==> src/uxr_pkg.sv <==
package uxr_pkg;

   // register indices on the three-bit host address
   localparam logic [2:0] A_DIV_LOW   = 3'h0;
   localparam logic [2:0] A_DIV_HIGH  = 3'h1;
   localparam logic [2:0] A_INT_EN    = 3'h1;
   localparam logic [2:0] A_INT_STAT  = 3'h2;
   localparam logic [2:0] A_FEATURE   = 3'h2;
   localparam logic [2:0] A_TX_FREE   = 3'h3;
   localparam logic [2:0] A_PAUSE_1   = 3'h3;
   localparam logic [2:0] A_MODEM_CTL = 3'h4;
   localparam logic [2:0] A_RESUME_1  = 3'h4;
   localparam logic [2:0] A_RX_FILL   = 3'h5;
   localparam logic [2:0] A_RESUME_2  = 3'h5;
   localparam logic [2:0] A_BANK_SEL  = 3'h6;
   localparam logic [2:0] A_SCRATCH   = 3'h7;
   localparam logic [2:0] A_PAUSE_2   = 3'h7;

   // bank field codes
   localparam logic [1:0] BANK_GEN    = 2'h0;
   localparam logic [1:0] BANK_EXT1   = 2'h1;
   localparam logic [1:0] BANK_EXT2   = 2'h2;

   // field positions
   localparam int BS_CNT_EN   = 0;
   localparam int EF_AUTO_CTS = 7;
   localparam int EF_AUTO_RTS = 6;
   localparam int EF_SPECIAL  = 5;
   localparam int EF_ENHANCED = 4;
   localparam int MC_RTS      = 1;

   // reset values and sizes
   localparam logic [7:0]  BYTE_RST   = 8'h00;
   localparam logic [7:0]  FIFO_DEPTH = 8'h80;
   localparam logic [14:0] PIN_IDLE   = 15'h7fff;

   // the four flow-control characters
   typedef struct packed {
      logic [7:0] resume_first;
      logic [7:0] resume_second;
      logic [7:0] pause_first;
      logic [7:0] pause_second;
   } uxr_chars_t;

   // host pins after synchronisation
   typedef struct packed {
      logic       cts_n;
      logic       cs_n;
      logic       rd_n;
      logic       wr_n;
      logic [2:0] addr;
      logic [7:0] data;
   } uxr_pins_t;

endpackage

==> src/uxr_flow_chars.sv <==
`timescale 1ns/100ps
module uxr_flow_chars
   import uxr_pkg::*;
(
   input  wire logic             core_clk,
   input  wire logic             rst,
   input  wire logic [3:0]       flow_sel,
   input  wire uxr_pkg::uxr_chars_t chars,
   input  wire logic             rx_valid,
   input  wire logic [7:0]       rx_char,
   input  wire logic             send_resume,
   input  wire logic             send_pause,
   input  wire logic             tx_ready,
   output logic                  tx_valid,
   output logic [7:0]            tx_char,
   output logic                  rx_resume_det,
   output logic                  rx_pause_det
);
   typedef enum logic [1:0] {TX_IDLE, TX_PAIR, TX_LAST} uxr_tx_st_t;

   uxr_tx_st_t state_reg;
   logic       pause_reg;
   logic [7:0] char_reg;
   logic       half_res_reg;
   logic       half_pau_reg;

   // pick first or second character of the resume or pause pair
   function automatic logic [7:0] pick(input uxr_chars_t c,
                                       input logic pau,
                                       input logic second);
      pick = pau ? (second ? c.pause_second : c.pause_first)
                 : (second ? c.resume_second : c.resume_first);
   endfunction

   // transmit and receive selections
   wire [1:0] tx_sel  = flow_sel[3:2];
   wire [1:0] rx_sel  = flow_sel[1:0];
   wire       req     = send_resume | send_pause;
   wire       rx_pair = (rx_sel == 2'h3) && (tx_sel == 2'h3);

   // exact byte compares, bit 0 against the received lsb
   wire m_r1 = rx_valid && (rx_char == chars.resume_first);
   wire m_r2 = rx_valid && (rx_char == chars.resume_second);
   wire m_p1 = rx_valid && (rx_char == chars.pause_first);
   wire m_p2 = rx_valid && (rx_char == chars.pause_second);

   // single-character match per receive selection
   wire one_res = (rx_sel == 2'h2) ? m_r1 :
                  (rx_sel == 2'h1) ? m_r2 :
                  (rx_sel == 2'h3) ? (m_r1 | m_r2) : 1'b0;
   wire one_pau = (rx_sel == 2'h2) ? m_p1 :
                  (rx_sel == 2'h1) ? m_p2 :
                  (rx_sel == 2'h3) ? (m_p1 | m_p2) : 1'b0;

   assign tx_valid = (state_reg != TX_IDLE);
   assign tx_char  = char_reg;

   // transmit one or two flow characters in order
   always_ff @(posedge core_clk or posedge rst) begin
      if (rst) begin
         state_reg <= TX_IDLE;
         pause_reg <= 1'b0;
         char_reg  <= BYTE_RST;
      end else begin
         case (state_reg)
            TX_IDLE: begin
               if (req && tx_sel != 2'h0) begin
                  pause_reg <= send_pause;
                  char_reg  <= pick(chars, send_pause, tx_sel == 2'h1);
                  state_reg <= (tx_sel == 2'h3) ? TX_PAIR : TX_LAST;
               end
            end
            TX_PAIR: begin
               if (tx_ready) begin
                  char_reg  <= pick(chars, pause_reg, 1'b1);
                  state_reg <= TX_LAST;
               end
            end
            TX_LAST: begin
               if (tx_ready) begin
                  state_reg <= TX_IDLE;
               end
            end
            default: state_reg <= TX_IDLE;
         endcase
      end
   end

   // receive detection, pairs must arrive back to back
   always_ff @(posedge core_clk or posedge rst) begin
      if (rst) begin
         half_res_reg  <= 1'b0;
         half_pau_reg  <= 1'b0;
         rx_resume_det <= 1'b0;
         rx_pause_det  <= 1'b0;
      end else begin
         if (rx_valid) begin
            half_res_reg <= rx_pair && m_r1;
            half_pau_reg <= rx_pair && m_p1;
         end
         rx_resume_det <= rx_pair ? (half_res_reg && m_r2) : one_res;
         rx_pause_det  <= rx_pair ? (half_pau_reg && m_p2) : one_pau;
      end
   end

endmodule // uxr_flow_chars

==> src/uxr_ext_regs.sv <==
`timescale 1ns/100ps
//Contract
// - bank select is write-only; its address never returns its contents
// - bank field: 00 general, 01 first extended, 10 second, 11 reserved
// - counter-enable bit 1 makes both level counters readable, 0 hides
// - bank field wins: counters readable only while bank field is zero
// - scratch byte stores eight written bits and reads them back
// - low and high divisor latches form the sixteen-bit baud divisor
// - transmit counter reads free byte spaces of transmit fifo
// - receive counter reads characters held in receive fifo
// - auto cts set: transmitter halts while cts high, resumes when low
// - auto rts: event at trigger level, rts high above, low below trigger minus one
// - without hardware flow control rts follows its software bit
// - special detect compares each char with second pause char, sets flag
// - bit 0 of flow characters aligns with received character lsb
// - enhanced control bits accept writes only while enhanced bit set
// - low four feature bits pick software flow mode, reset to zero
// - dual-character modes send or match the two bytes in order
// - upper flow bits pick transmit chars, lower pick receive compares
// - bank select shares address with modem status: write bank, read
module uxr_ext_regs
   import uxr_pkg::*;
(
   input  wire logic       core_clk,
   input  wire logic       rst,
   input  wire logic       host_cs_n,
   input  wire logic       host_rd_n,
   input  wire logic       host_wr_n,
   input  wire logic [2:0] host_addr,
   input  wire logic [7:0] host_data_in,
   output logic [7:0]      host_data_out,
   output logic            host_data_oe,
   input  wire logic [7:0] ext_rdata,
   input  wire logic [7:0] tx_fifo_fill,
   input  wire logic [7:0] rx_fifo_fill,
   input  wire logic [7:0] rx_trig_level,
   input  wire logic       rx_char_valid,
   input  wire logic [7:0] rx_char,
   input  wire logic       send_resume,
   input  wire logic       send_pause,
   input  wire logic       tx_flow_ready,
   input  wire logic       cts_n_pin,
   output logic [15:0]     baud_divisor,
   output logic [7:0]      feature_ctl,
   output logic [1:0]      bank_field,
   output logic [3:0]      int_en_hi,
   output logic [1:0]      fifo_ctl_hi,
   output logic [2:0]      modem_ctl_hi,
   output logic            special_char_flag,
   output logic            tx_halt,
   output logic            rts_n_pin,
   output logic            rts_trig_event,
   output logic            tx_flow_valid,
   output logic [7:0]      tx_flow_char,
   output logic            rx_resume_det,
   output logic            rx_pause_det
);

   // ---- pin synchronisers ----
   uxr_pins_t pins_raw;
   uxr_pins_t pins_meta_reg;
   uxr_pins_t pins_reg;

   assign pins_raw = '{cts_n: cts_n_pin, cs_n: host_cs_n,
                       rd_n: host_rd_n, wr_n: host_wr_n,
                       addr: host_addr, data: host_data_in};

   // two flops for every pin before use
   always_ff @(posedge core_clk or posedge rst) begin
      if (rst) begin
         pins_meta_reg <= PIN_IDLE;
         pins_reg      <= PIN_IDLE;
      end else begin
         pins_meta_reg <= pins_raw;
         pins_reg      <= pins_meta_reg;
      end
   end

   // ---- register state ----
   logic [7:0] bank_select_reg;
   logic [7:0] scratch_byte_reg;
   logic [7:0] divisor_low_byte_reg;
   logic [7:0] divisor_high_byte_reg;
   logic [7:0] enhanced_feature_control_reg;
   uxr_chars_t chars_reg;
   logic [3:0] int_en_hi_reg;
   logic [1:0] fifo_ctl_hi_reg;
   logic [2:0] modem_ctl_hi_reg;
   logic       sw_rts_reg;
   logic       spec_reg;
   logic       rd_act_reg;
   logic       wr_act_reg;
   logic [2:0] rd_addr_reg;
   logic [7:0] rdata_reg;
   logic       rts_high_reg;
   logic       at_trig_reg;

   // ---- strobe decode ----
   wire       rd_act = !pins_reg.cs_n && !pins_reg.rd_n;
   wire       wr_act = !pins_reg.cs_n && !pins_reg.wr_n;
   wire       wr_go  = wr_act && !wr_act_reg;
   wire       rd_end = rd_act_reg && !rd_act;
   wire [2:0] wa     = pins_reg.addr;
   wire [7:0] wd     = pins_reg.data;

   // ---- bank and counter gating ----
   wire [1:0] bank   = bank_select_reg[2:1];
   wire       in_gen = (bank == BANK_GEN);
   wire       in_e1  = (bank == BANK_EXT1);
   wire       in_e2  = (bank == BANK_EXT2);
   wire       cnt_ok = in_gen && bank_select_reg[BS_CNT_EN];
   wire       enh_ok = enhanced_feature_control_reg[EF_ENHANCED];

   // ---- write enables, one per target ----
   wire w_bank  = wr_go && (wa == A_BANK_SEL);
   wire w_scr   = wr_go && in_gen && (wa == A_SCRATCH);
   wire w_ie    = wr_go && in_gen && (wa == A_INT_EN);
   wire w_fc    = wr_go && in_gen && (wa == A_INT_STAT);
   wire w_mc    = wr_go && in_gen && (wa == A_MODEM_CTL);
   wire w_dll   = wr_go && in_e1 && (wa == A_DIV_LOW);
   wire w_dlm   = wr_go && in_e1 && (wa == A_DIV_HIGH);
   wire w_efr   = wr_go && in_e2 && (wa == A_FEATURE);
   wire w_res1  = wr_go && in_e2 && (wa == A_RESUME_1);
   wire w_res2  = wr_go && in_e2 && (wa == A_RESUME_2);
   wire w_pau1  = wr_go && in_e2 && (wa == A_PAUSE_1);
   wire w_pau2  = wr_go && in_e2 && (wa == A_PAUSE_2);

   // ---- level counters ----
   wire [7:0] tx_free_space_count = FIFO_DEPTH - tx_fifo_fill;
   wire [7:0] rx_fill_count       = rx_fifo_fill;

   // ---- read selection ----
   wire [7:0] rd_gen =
      (wa == A_SCRATCH)   ? scratch_byte_reg :
      (wa == A_TX_FREE)   ? (cnt_ok ? tx_free_space_count
                                    : ext_rdata) :
      (wa == A_RX_FILL)   ? (cnt_ok ? rx_fill_count
                                    : ext_rdata) :
      (wa == A_INT_EN)    ? {int_en_hi_reg, ext_rdata[3:0]} :
      (wa == A_INT_STAT)  ? {ext_rdata[7:5], spec_reg,
                             ext_rdata[3:0]} :
      (wa == A_MODEM_CTL) ? {modem_ctl_hi_reg, ext_rdata[4:2],
                             sw_rts_reg, ext_rdata[0]} :
      ext_rdata;

   wire [7:0] rd_e1 =
      (wa == A_DIV_LOW)  ? divisor_low_byte_reg :
      (wa == A_DIV_HIGH) ? divisor_high_byte_reg :
      ext_rdata;

   wire [7:0] rd_e2 =
      (wa == A_FEATURE)  ? enhanced_feature_control_reg :
      (wa == A_RESUME_1) ? chars_reg.resume_first :
      (wa == A_RESUME_2) ? chars_reg.resume_second :
      (wa == A_PAUSE_1)  ? chars_reg.pause_first :
      (wa == A_PAUSE_2)  ? chars_reg.pause_second :
      ext_rdata;

   // modem status answers at the shared address in every bank
   wire [7:0] rd_sel =
      (wa == A_BANK_SEL) ? ext_rdata :
      in_gen ? rd_gen :
      in_e1  ? rd_e1 :
      in_e2  ? rd_e2 :
      ext_rdata;

   // read of the interrupt status ends: clear the special flag
   wire stat_rd_done = rd_end && (rd_addr_reg == A_INT_STAT) && in_gen;

   // special character seen on the receive path
   wire spec_hit = enhanced_feature_control_reg[EF_SPECIAL] &&
                   rx_char_valid &&
                   (rx_char == chars_reg.pause_second);

   // ---- bus strobe tracking and read data ----
   always_ff @(posedge core_clk or posedge rst) begin
      if (rst) begin
         rd_act_reg  <= 1'b0;
         wr_act_reg  <= 1'b0;
         rd_addr_reg <= A_DIV_LOW;
         rdata_reg   <= BYTE_RST;
      end else begin
         rd_act_reg <= rd_act;
         wr_act_reg <= wr_act;
         if (rd_act) begin
            rd_addr_reg <= wa;
            rdata_reg   <= rd_sel;
         end
      end
   end

   assign host_data_out = rdata_reg;
   assign host_data_oe  = rd_act_reg;

   // bank selector, written through the modem status address
   always_ff @(posedge core_clk or posedge rst) begin
      if (rst) begin
         bank_select_reg <= BYTE_RST;
      end else if (w_bank) begin
         bank_select_reg <= wd;
      end
   end

   // scratch byte and divisor latches
   always_ff @(posedge core_clk or posedge rst) begin
      if (rst) begin
         scratch_byte_reg      <= BYTE_RST;
         divisor_low_byte_reg  <= BYTE_RST;
         divisor_high_byte_reg <= BYTE_RST;
      end else begin
         if (w_scr) scratch_byte_reg <= wd;
         if (w_dll) divisor_low_byte_reg <= wd;
         if (w_dlm) divisor_high_byte_reg <= wd;
      end
   end

   assign baud_divisor = {divisor_high_byte_reg,
                          divisor_low_byte_reg};

   // feature register and flow characters
   always_ff @(posedge core_clk or posedge rst) begin
      if (rst) begin
         enhanced_feature_control_reg <= BYTE_RST;
         chars_reg <= '0;
      end else begin
         if (w_efr) enhanced_feature_control_reg <= wd;
         if (w_res1) chars_reg.resume_first <= wd;
         if (w_res2) chars_reg.resume_second <= wd;
         if (w_pau1) chars_reg.pause_first <= wd;
         if (w_pau2) chars_reg.pause_second <= wd;
      end
   end

   assign feature_ctl = enhanced_feature_control_reg;
   assign bank_field  = bank;

   // enhanced control bits, frozen while the enhanced bit is clear
   always_ff @(posedge core_clk or posedge rst) begin
      if (rst) begin
         int_en_hi_reg    <= 4'h0;
         fifo_ctl_hi_reg  <= 2'h0;
         modem_ctl_hi_reg <= 3'h0;
         sw_rts_reg       <= 1'b0;
      end else begin
         if (w_ie && enh_ok) int_en_hi_reg <= wd[7:4];
         if (w_fc && enh_ok) fifo_ctl_hi_reg <= wd[5:4];
         if (w_mc && enh_ok) modem_ctl_hi_reg <= wd[7:5];
         if (w_mc) sw_rts_reg <= wd[MC_RTS];
      end
   end

   assign int_en_hi    = int_en_hi_reg;
   assign fifo_ctl_hi  = fifo_ctl_hi_reg;
   assign modem_ctl_hi = modem_ctl_hi_reg;

   // special character flag, a new hit beats the read clear
   always_ff @(posedge core_clk or posedge rst) begin
      if (rst) begin
         spec_reg <= 1'b0;
      end else if (spec_hit) begin
         spec_reg <= 1'b1;
      end else if (stat_rd_done) begin
         spec_reg <= 1'b0;
      end
   end

   assign special_char_flag = spec_reg;

   // ---- automatic cts ----
   // pin high means the far end cannot accept data
   assign tx_halt = enhanced_feature_control_reg[EF_AUTO_CTS] &&
                    pins_reg.cts_n;

   // ---- automatic rts thresholds ----
   // a programmed level of zero behaves as one
   wire [8:0] trig   = (rx_trig_level == BYTE_RST) ? 9'h001
                       : {1'b0, rx_trig_level};
   wire [8:0] fill9  = {1'b0, rx_fifo_fill};
   wire       at_trg = fill9 >= trig;
   wire       above  = fill9 >= (trig + 9'h001);
   wire       below  = fill9 < (trig - 9'h001);
   wire       auto_r = enhanced_feature_control_reg[EF_AUTO_RTS];

   // rts hysteresis and the trigger-level event
   always_ff @(posedge core_clk or posedge rst) begin
      if (rst) begin
         rts_high_reg   <= 1'b0;
         at_trig_reg    <= 1'b0;
         rts_trig_event <= 1'b0;
      end else begin
         at_trig_reg    <= at_trg;
         rts_trig_event <= auto_r && at_trg && !at_trig_reg;
         if (!auto_r) begin
            rts_high_reg <= 1'b0;
         end else if (above) begin
            rts_high_reg <= 1'b1;
         end else if (below) begin
            rts_high_reg <= 1'b0;
         end
      end
   end

   // pin is active low: software bit set drives it low
   assign rts_n_pin = auto_r ? rts_high_reg : !sw_rts_reg;

   // ---- software flow characters ----
   // special detect expects the four flow bits cleared by software
   uxr_flow_chars u_flow (
      .core_clk      (core_clk),
      .rst           (rst),
      .flow_sel      (enhanced_feature_control_reg[3:0]),
      .chars         (chars_reg),
      .rx_valid      (rx_char_valid),
      .rx_char       (rx_char),
      .send_resume   (send_resume),
      .send_pause    (send_pause),
      .tx_ready      (tx_flow_ready),
      .tx_valid      (tx_flow_valid),
      .tx_char       (tx_flow_char),
      .rx_resume_det (rx_resume_det),
      .rx_pause_det  (rx_pause_det)
   );

endmodule // uxr_ext_regs

==> config.mk <==
export PLATFORM = sky130hd
export DESIGN_NAME = uxr_ext_regs
export DESIGN_NICKNAME = d
export VERILOG_FILES = /design/src/uxr_pkg.sv /design/src/uxr_flow_chars.sv /design/src/uxr_ext_regs.sv
export SDC_FILE = /design/constraint.sdc
export NUM_CORES = 1
export LEC_CHECK = 0
export CORE_ASPECT_RATIO = 1.25
export CORE_MARGIN = 2
export CORE_UTILIZATION = 35
export CTS_CLUSTER_DIAMETER = 120
export CTS_CLUSTER_SIZE = 24
export DETAILED_ROUTE_END_ITERATION = 7
export DONT_BUFFER_PORTS = 1
export GPL_ROUTABILITY_DRIVEN = 0
export GPL_TIMING_DRIVEN = 0
export SYNTH_ARGS = -nofsm -noshare
export SYNTH_HDL_FRONTEND = slang
export SYNTH_SLANG_ARGS = --single-unit
==> constraint.sdc <==
create_clock -name core_clk -period 5.3 [get_ports core_clk]
set_input_delay 0.795 -clock core_clk [delete_from_list [all_inputs] [get_ports core_clk]]
set_output_delay 0.795 -clock core_clk [all_outputs]
set_load 0.02 [all_outputs]
* Word-level counts from Yosys, hierarchy flattened
Cells that the tools add are included.
Word-level totals: word-level logic and storage cells 178, input bits 61, output and inout bits 59, register bits after elaboration 139
Cells by class: bitwise logic cells 3, mux-type cells 46, equality and inequality tests 25, magnitude comparators 3, $add $sub $neg 3, reduce and logical (&&, ||, !) cells 58
Operators by type and width (count):
- 8-bit two-way mux | 26
- 1-bit logical AND | 40
- 8-bit == test | 4
- 8-bit case mux with 2 select lines | 1
- 1-bit two-way mux | 14
- 3-bit == test, second input constant | 4
- 2-bit == test, second input constant | 5
- 8-bit by 1-bit adder with 9-bit output, second input constant | 1
- 3-bit by 2-bit == test with 1-bit output, second input constant | 3
- 8-bit by 9-bit >= comparator with 1-bit output | 1
- 8-bit by 9-bit less-than comparator with 1-bit output | 1
- 8-bit by 1-bit subtractor with 9-bit output, second input constant | 1
- 2-bit by 1-bit == test with 1-bit output, second input constant | 4
- 8-bit >= comparator | 1
- 8-bit logical NOT | 1
- 2-bit two-way mux | 4
- 2-bit nonzero test | 4
- 8-bit subtractor, first input constant | 1
- 1-bit logical NOT | 7
- 2-bit case mux with 3 select lines | 1
- 3-bit AND reduction | 2
- 2-bit logical NOT | 2
- 2-bit != test, second input constant | 2
- 3-bit by 1-bit == test with 1-bit output, second input constant | 1
- other kinds (5) | 7

* Longest topological paths before layout
Gate-level depths: netlist of the first run.
depth after elaboration 10, mapped depth 13, depth with buffers taken out 12

* Modules after synthesis
Synthesis of the first run repeated with hierarchy kept, for this count alone.
Unflattened totals: cells, all modules 777, area total of the unflattened synthesis 8285.4 um^2
By module, submodules not included:
- uxr_ext_regs | sequential area each 3140.5 um^2, cells each 626, times used 1, area each 6886.6 um^2
- uxr_flow_chars | sequential area each 375.4 um^2, cells each 151, times used 1, area each 1398.8 um^2

* Least setup slack after synthesis of the first run
Ideal clock, no wire load.
path kind input to register, from input port rx_trig_level[5], to register rts_high_reg, stages on the path 12, arrival 3058 ps, data required time 5179 ps, setup time 121 ps, buffers on the path 1, slack 2121 ps, cells stage by stage clkbuf_1 nor4_1 a21oi_1 ha_1 nand2_1 nor3_1 xnor2_1 ha_1 o21a_1 o2111ai_1 a31oi_1 a22o_1
On the way: cells in the longest elaborated chain, start to end 6, elaborated cells on any way between the ends 9, classes of those cells add/sub: 2; order compare: 2; eq/ne: 1; mux: 3; reduce/logical: 1
Ends and longest elaborated chain:
- from (decl) | RTL line uxr_ext_regs.sv:36 | input wire logic [7:0] rx_trig_level,
- 8-bit logical NOT | RTL line uxr_ext_regs.sv:276 | wire [8:0] trig = (rx_trig_level == BYTE_RST) ? 9'h001
- 8-bit two-way mux (*) | RTL line uxr_ext_regs.sv:276
- 8-bit by 1-bit adder with 9-bit output | RTL line uxr_ext_regs.sv:280 | wire above = fill9 >= (trig + 9'h001);
- 8-bit by 9-bit >= comparator with 1-bit output | RTL line uxr_ext_regs.sv:280
- 1-bit two-way mux | RTL line uxr_ext_regs.sv:295 | end else if (above) begin
- 1-bit two-way mux | RTL line uxr_ext_regs.sv:293 | if (!auto_r) begin
- to (signal assigned) | RTL line uxr_ext_regs.sv:294 | rts_high_reg <= 1'b0;
- to (signal assigned) | RTL line uxr_ext_regs.sv:296 | rts_high_reg <= 1'b1;
- to (signal assigned) | RTL line uxr_ext_regs.sv:298 | rts_high_reg <= 1'b0;
- to (decl) | RTL line uxr_ext_regs.sv:95 | logic rts_high_reg;
Every way passes the cells marked *; elsewhere a longest branch is shown, timed or not. A chain may end at the register's enable or synchronous reset.

* Worst setup path after layout of the first run
Same ends and word-level chain as after synthesis.

==> results of run 1 <==
-- synth_stat cells, drive strengths merged, types with 10 or more instances --
cell	n	area, um2
o211ai	12	90.1
inv	29	109
nand2	55	209
nand3	23	115
dfstp	30	788
xnor2	30	263
xor2	16	140
a21oi	32	160
nand2b	12	75.1
ha	26	325
clkbuf	15	56.3
o21ai	36	180
mux2	91	1020
nor3	18	95.1
nor2	29	114
a31oi	10	62.6
mux2i	19	190
dfrtp	109	2730
buf	31	184
-- power by group --
group          internal, uW  switching (uW)
sequential             1210             240
clock                   753             454
combinational           297             346
total                  2260            1040
-- cell families (layout without fill, tap and decap cells) --
family	after synthesis	in the layout	share of synthesized area, %
flops	139	139	43.0
xor+xnor	46	46	4.93
compound gates	163	163	13.8
buf+inv	75	108	4.27
mux	119	119	17.3
simple gates	197	197	12.7
fa+ha+maj	26	26	3.98
-- how the worst min path moves through the flow --
stage	start	endpoint	slack, ns	cells after the start
floorplan	pins_meta_reg[11]	pins_reg[11]	0.35	0
global placement	pins_meta_reg[4]	wd[4]	0.35	0
detailed placement	pins_meta_reg[7]	wd[7]	0.35	0
CTS	rst	fifo_ctl_hi[1]	0.29	1
global route	rst	fifo_ctl_hi[1]	0.32	1
finish	rst	fifo_ctl_hi[1]	0.29	1
-- routing by layer --
layer / vias to the layer above / track usage (%)
li1: 2856 / -
met1: 3129 / 25.7
met2: 321 / 35.5
met3: 74 / 6.00
met4: 0 / 8.67
met5: - / 0
-- metrics by stage --
step	utilization (%)	total power, uW	TNS (ns)	setup WS [ns]	std cells
floorplan	-	1900	0	0.830	765
global placement	37.2	2090	-85.05	-0.793	1053
detailed placement	37.3	2100	0	1.53	1054
CTS	39.9	3330	0	1.99	1086
global route	39.9	3450	0	1.78	1086
finish	39.9	3300	0	1.99	1086
-- final cells by class --
cell class / instances / area, um2
clock inverters: 10 / 141
clock buffers: 22 / 454
fillers: 2262 / 13800
repair buffers: 1 / 27.5
well taps: 288 / 360
multi-input cells: 551 / 4310
inverters: 29 / 114
flip-flops and latches: 139 / 3520
plain buffers: 46 / 240
==> out/qor.yml, run 1 <==
route:
  met2WireLength_um: 12600
  dr.pass1.iters: 6
  num_vias: 6380
  via_per_inst: 5.87
  met1_length_um: 9900
  postRouteAntennaNets: 0
  drt_iter0_drc: 608
  top_layer_used: "met4"
  wire_per_inst_um: 23.8
  drt_wl_total_um: 25800
  dr_wl_met3_um: 2270
  drc: 0
timing:
  max_slew_margin_pct: 34.2
  grt_setup_unrepaired: "no"
  fin_crit_ns: 3.31
  slew_violations: 0
  fin_crit_sh_pct: 62.5
  tightest_slew_ns: 0.980
  final_hold_viol_count: 0
  hold_slack_ns: 0.294
  max_freq_mhz: 302
  setup_viol: 0
  fin_skew_ns: 0.00867
die:
  coreArea_mm2: 0.0230
  fp.dieW_um: 141
  initial_core_util_pct: 35.6
  ioPinCount: 120
  die_y_um: 175
  core.rowCount: 62
  dieArea_mm2: 0.0246
worst_setup_path:
  worstSetupEndpoint: "rts_high_reg"
  cpMostUsedCell: "ha_1"
  cp_max_fo: 8
  crit_arrival_ns: 3.62
  rr_worst_depth: 5
  r2r_end: "chars_reg[7]"
  r2r_start: "wa[2]"
  cp.depth: 12
  critPathBufInv: 1
  rrSetupSlack_ns: 2.84
  critPathTopFamily: "compound AO/OA/AOI/OAI gates"
  path_cells: "clkbuf_1, nor4_1, a21oi_1, ha_1, nand2_1, nor3_1, xnor2_1, ha_1, o21a_1, o2111ai_1, a31oi_1, a22o_1"
  critPathKind: "input port to flip-flop"
  slowest_stage: "nor4_1"
  required_ns: 5.61
  cp-start-kind: "input port"
  slowest_delay_ns: 0.71
  end_kind: "flip-flop"
  startpoint: "rx_trig_level[5]"
cts:
  cts_tree: "yes"
  cts-root-buf: "clkbuf_16"
  clk_path_buf_depth: 2
  clkSinkCount: 139
  cts_buffers: 17
  cts_resized: 0
  cts_hold_buf: 0
  clock_latency_ns: 0.43
  cts.clk_slew.worst_paths_ns: 0.06
  cts_htree_levels: 4
  cts_setup_buffers: 0
worst_hold_path:
  hp-class: "input port to asynchronous set/reset pin"
logic_synthesis:
  synth_area_mm2: 0.00818
  syn-num-nets: 852
  synth_flop_cell: "dfrtp_1"
  yosysUniqueCellTypes: 75
  synth_cells: 765
  ys_seq_area_share_pct: 43.0
  synthArstFlopShare_pct: 100
  yosys_warnings: 0
  synth_area_per_cell_um2: 10.7
  ys_ff_latch: 139
  synth_edf_count: 0
place:
  placed_area_mm2: 0.00857
  portBuffers: 0
  post-dp-hpwl_um: 19300
run_status:
  status: "completed"
job:
  maxCapViolations: 0
global_route:
  grt_usage_pct: 21.2
  grt.overflow.total: 0
  grt_pass1_vias: 6534
  antenna_found_initial: 0
  grt_pass1_wl_um: 39400
  grt_max_degree: 83
power_and_ir_drop:
  ir_worst_vdd_uv: 178
  p_per_area_mw_per_mm2: 360
  p_leak_uw: 0.00396
finish:
  drive_gt1_share_pct: 26.1
  largest_reg_flops: 32
  final_nets: 872
  n_antenna_cell: 0
  final_cell_mix: "109 x dfrtp_1, 91 x mux2_2, 54 x nand2_1"
  area_growth_pct: 12.1
  fin_area_mm2: 0.00916
  mostFrequentLayoutCell: "dfrtp_1"
(Power assumes the default switching activity.)
==> run 2: changes to the inputs <==
--- a/config.mk
+++ b/config.mk
@@ -5,6 +5,7 @@
 export SDC_FILE = /design/constraint.sdc
 export NUM_CORES = 1
 export LEC_CHECK = 0
+export ABC_AREA = 1
 export CORE_ASPECT_RATIO = 1.25
 export CORE_MARGIN = 2
 export CORE_UTILIZATION = 35
==> constraint.sdc (replaced) <==
create_clock -name core_clk -period 3.1 [get_ports core_clk]
set_input_delay 0.465 -clock core_clk [delete_from_list [all_inputs] [get_ports core_clk]]
set_output_delay 0.465 -clock core_clk [all_outputs]
set_load 0.02 [all_outputs]
==> out/qor.yml, run 2 <==
worst_setup_path:
  slowest_delay_ns: 0.76  # +0.05 ns
  r2r_start: "feature_ctl[2]"
  critPathKind: "flip-flop to output pin"
  r2r_end: "u_flow.tx_char[1]"
  startpoint: "feature_ctl[6]"
  path_cells: "o21ai_0"
  slowest_stage: "o21ai_0"
  cp-start-kind: "flip-flop"
  required_ns: 2.63  # -2.98 ns
  end_kind: "output pin"
  crit_arrival_ns: 1.75  # -1.87 ns
  cp.depth: 1  # -11
  worstSetupEndpoint: "rts_n_pin"
  cp_max_fo: 6  # -2
  rrSetupSlack_ns: 0.91  # -1.93 ns
  critPathTopFamily: "compound AO/OA/AOI/OAI gates"
  rr_worst_depth: 8  # +3
  critPathBufInv: 0  # -1
route:
  drt_wl_total_um: 26300  # +2.1%
  num_vias: 7529  # +18%
  drc: 0  # unchanged
  wire_per_inst_um: 18.7  # -21%
  postRouteAntennaNets: 0  # unchanged
  dr.pass1.iters: 5  # -1
  drt_iter0_drc: 566  # -6.9%
  via_per_inst: 5.34  # -9.2%
finish:
  multi_input_area_mm2: 0.00396  # -8.2%
  fin_area_mm2: 0.00913  # -0.33%
  area_growth_pct: 12.2
  mostFrequentLayoutCell: "nand2_1"
  final_nets: 1197  # +37%
  drive_gt1_share_pct: 10.4  # -16 points
  largest_reg_flops: 32  # unchanged
  final_cell_mix: "336 x nand2_1, 115 x o21ai_0, 113 x inv_1"
  fill_cells: 2383  # +5.3%
  n_antenna_cell: 0  # unchanged
  ff_latch_area_mm2: 0.00352  # unchanged
cts:
  clock_latency_ns: 0.42  # about the same
  cts_tree: "yes"
  cts.clk_slew.worst_paths_ns: 0.06  # about the same
  cts-root-buf: "clkbuf_16"
  clk_path_buf_depth: 2  # unchanged
  cts_resized: 0  # unchanged
  cts_setup_buffers: 0  # unchanged
  clkSinkCount: 139  # unchanged
  cts_hold_buf: 0  # unchanged
  cts_buffers: 17  # unchanged
  cts_htree_levels: 4  # unchanged
logic_synthesis:
  synth_area_leaders: "dfrtp_1 34%, nand2_1 15%, dfstp_2 9.7%, o21ai_0 7.1%, inv_1 5.3%"
  synth_top_area_cell: "dfrtp_1"
  synthArstFlopShare_pct: 100  # unchanged
  synth_edf_count: 0  # unchanged
  yosys_warnings: 0  # unchanged
  ys_ff_latch: 139  # unchanged
  yosysUniqueCellTypes: 42  # -44%
  synth_top_area_share_pct: 33.5  # +0.14 points
  synth_area_per_cell_um2: 7.48  # -30%
  synth_most_common_cell: "nand2_1"
  synth_flop_cell: "dfrtp_1"
  synth_area_mm2: 0.00814  # -0.43%
  ys_seq_area_share_pct: 43.2  # +0.19 points
  netlist_top_cells_count: "336 x nand2_1, 115 x o21ai_0, 114 x inv_1"
  synth_cells: 1088  # +42%
  syn-num-nets: 1175  # +38%
timing:
  setup_viol: 0  # unchanged
  setup-tns-final_ns: 0  # unchanged
  tightest_slew_ns: 0.849  # -0.131 ns
  max_freq_mhz: 452
  final_hold_viol_count: 0  # unchanged
  grt_setup_unrepaired: "no"
  fin_crit_ns: 2.21
  fin_crit_sh_pct: 71.4
  slew_violations: 0  # unchanged
  max_slew_margin_pct: 42.8  # +8.6 points
  fin_skew_ns: 0.00974  # +0.00107 ns
  hold_slack_ns: 0.0322  # -0.262 ns
place:
  portBuffers: 0  # unchanged
  post-dp-hpwl_um: 20000  # +4.0%
  placed_area_mm2: 0.00856  # about the same
global_route:
  grt.overflow.total: 0  # unchanged
  grt_pass1_wl_um: 41200  # +4.7%
  grt_pass1_vias: 7375  # +13%
  grt_usage_pct: 21.9  # +0.73 points
  grt_max_degree: 39  # -53%
  antenna_found_initial: 0  # unchanged
power_and_ir_drop:
  ir_worst_vdd_uv: 399  # +120%
  p_leak_uw: 0.00445  # +12%
  p_per_area_mw_per_mm2: 594  # +65%
  finalPower_uw: 5430  # +64%
die:
  dieArea_mm2: 0.0245  # -0.42%
  initial_core_util_pct: 35.6  # about the same
  core.rowCount: 62  # unchanged
  coreArea_mm2: 0.0229  # -0.34%
  fp.dieW_um: 140  # -0.21%
  ioPinCount: 120  # unchanged
  die_y_um: 175  # -0.21%
job:
  maxCapViolations: 0  # unchanged
run_status:
  status: "completed"
worst_hold_path:
  hp-class: "input port to flip-flop"
[run 2: cell types whose count changed after synthesis, sizes merged, moves of 12 or more]
cell	delta
nand3	+37
o21ai	+104
a21oi	+35
mux2	-91
xnor2	-27
nand2	+289
nor2	+40
inv	+95
nand2b	-12
mux2i	-19
[run 2: per-stage QoR]
step           utilization [%]  std cells  setup WS (ns)
2_1_floorplan                -       1088          0.812
3_3_place_gp              37.2       1376          0.148
3_5_place_dp              37.4       1379          0.498
4_1_cts                   39.9       1411          0.871
5_1_grt                   39.9       1411          0.674
6_report                  39.9       1411          0.888
[run 2: cells by family after synthesis]
kind of cell / share of synthesized area (%)
adder cells (fa/ha/maj): 4.00
AND/OR/NAND/NOR: 26.7
buffers and inverters: 8.19
AO/OA/AOI/OAI: 16.4
flip-flops: 43.2
XOR/XNOR: 1.51
[run 2: area by class of cell]
type	instances	area share, %
Buffer	31	2.16
Timing Repair Buffer	3	0.658
Sequential cell	139	38.5
Clock buffer	20	5.12
Tap cell	288	3.95
Clock inverter	12	1.11
Multi-Input combinational cell	793	43.3
Inverter	125	5.18
[run 2: per-layer routing]
metal / wire length, um / share of wire [%] / track usage (%)
met2: 13400 / 51 / 38.6
met4: 1020 / 3.9 / 9.55
met5: 0 / 0 / 0
met3: 1840 / 7.0 / 5.56
met1: 10100 / 38 / 25.1
[run 2: worst min-delay path by stage]
| stage | slack [ns] | startpoint | endpoint | depth (start not counted) |
|---|---|---|---|---|
| 5_1_grt | 0.01 | host_data_in[0] | pins_meta_reg[0] | 0 |
| 3_3_place_gp | 0.35 | pins_meta_reg[7] | wd[7] | 0 |
| 3_5_place_dp | 0.35 | pins_meta_reg[2] | wd[2] | 0 |
| 4_1_cts | 0.02 | host_data_in[0] | pins_meta_reg[0] | 0 |
| 6_report | 0.03 | host_data_in[2] | pins_meta_reg[2] | 0 |
| 2_1_floorplan | 0.35 | pins_meta_reg[11] | pins_reg[11] | 0 |
[run 2: report_power, final]
part           switching [uW]  internal, uW
Combinational             685           350
Sequential                378          2050
Clock                     849          1110
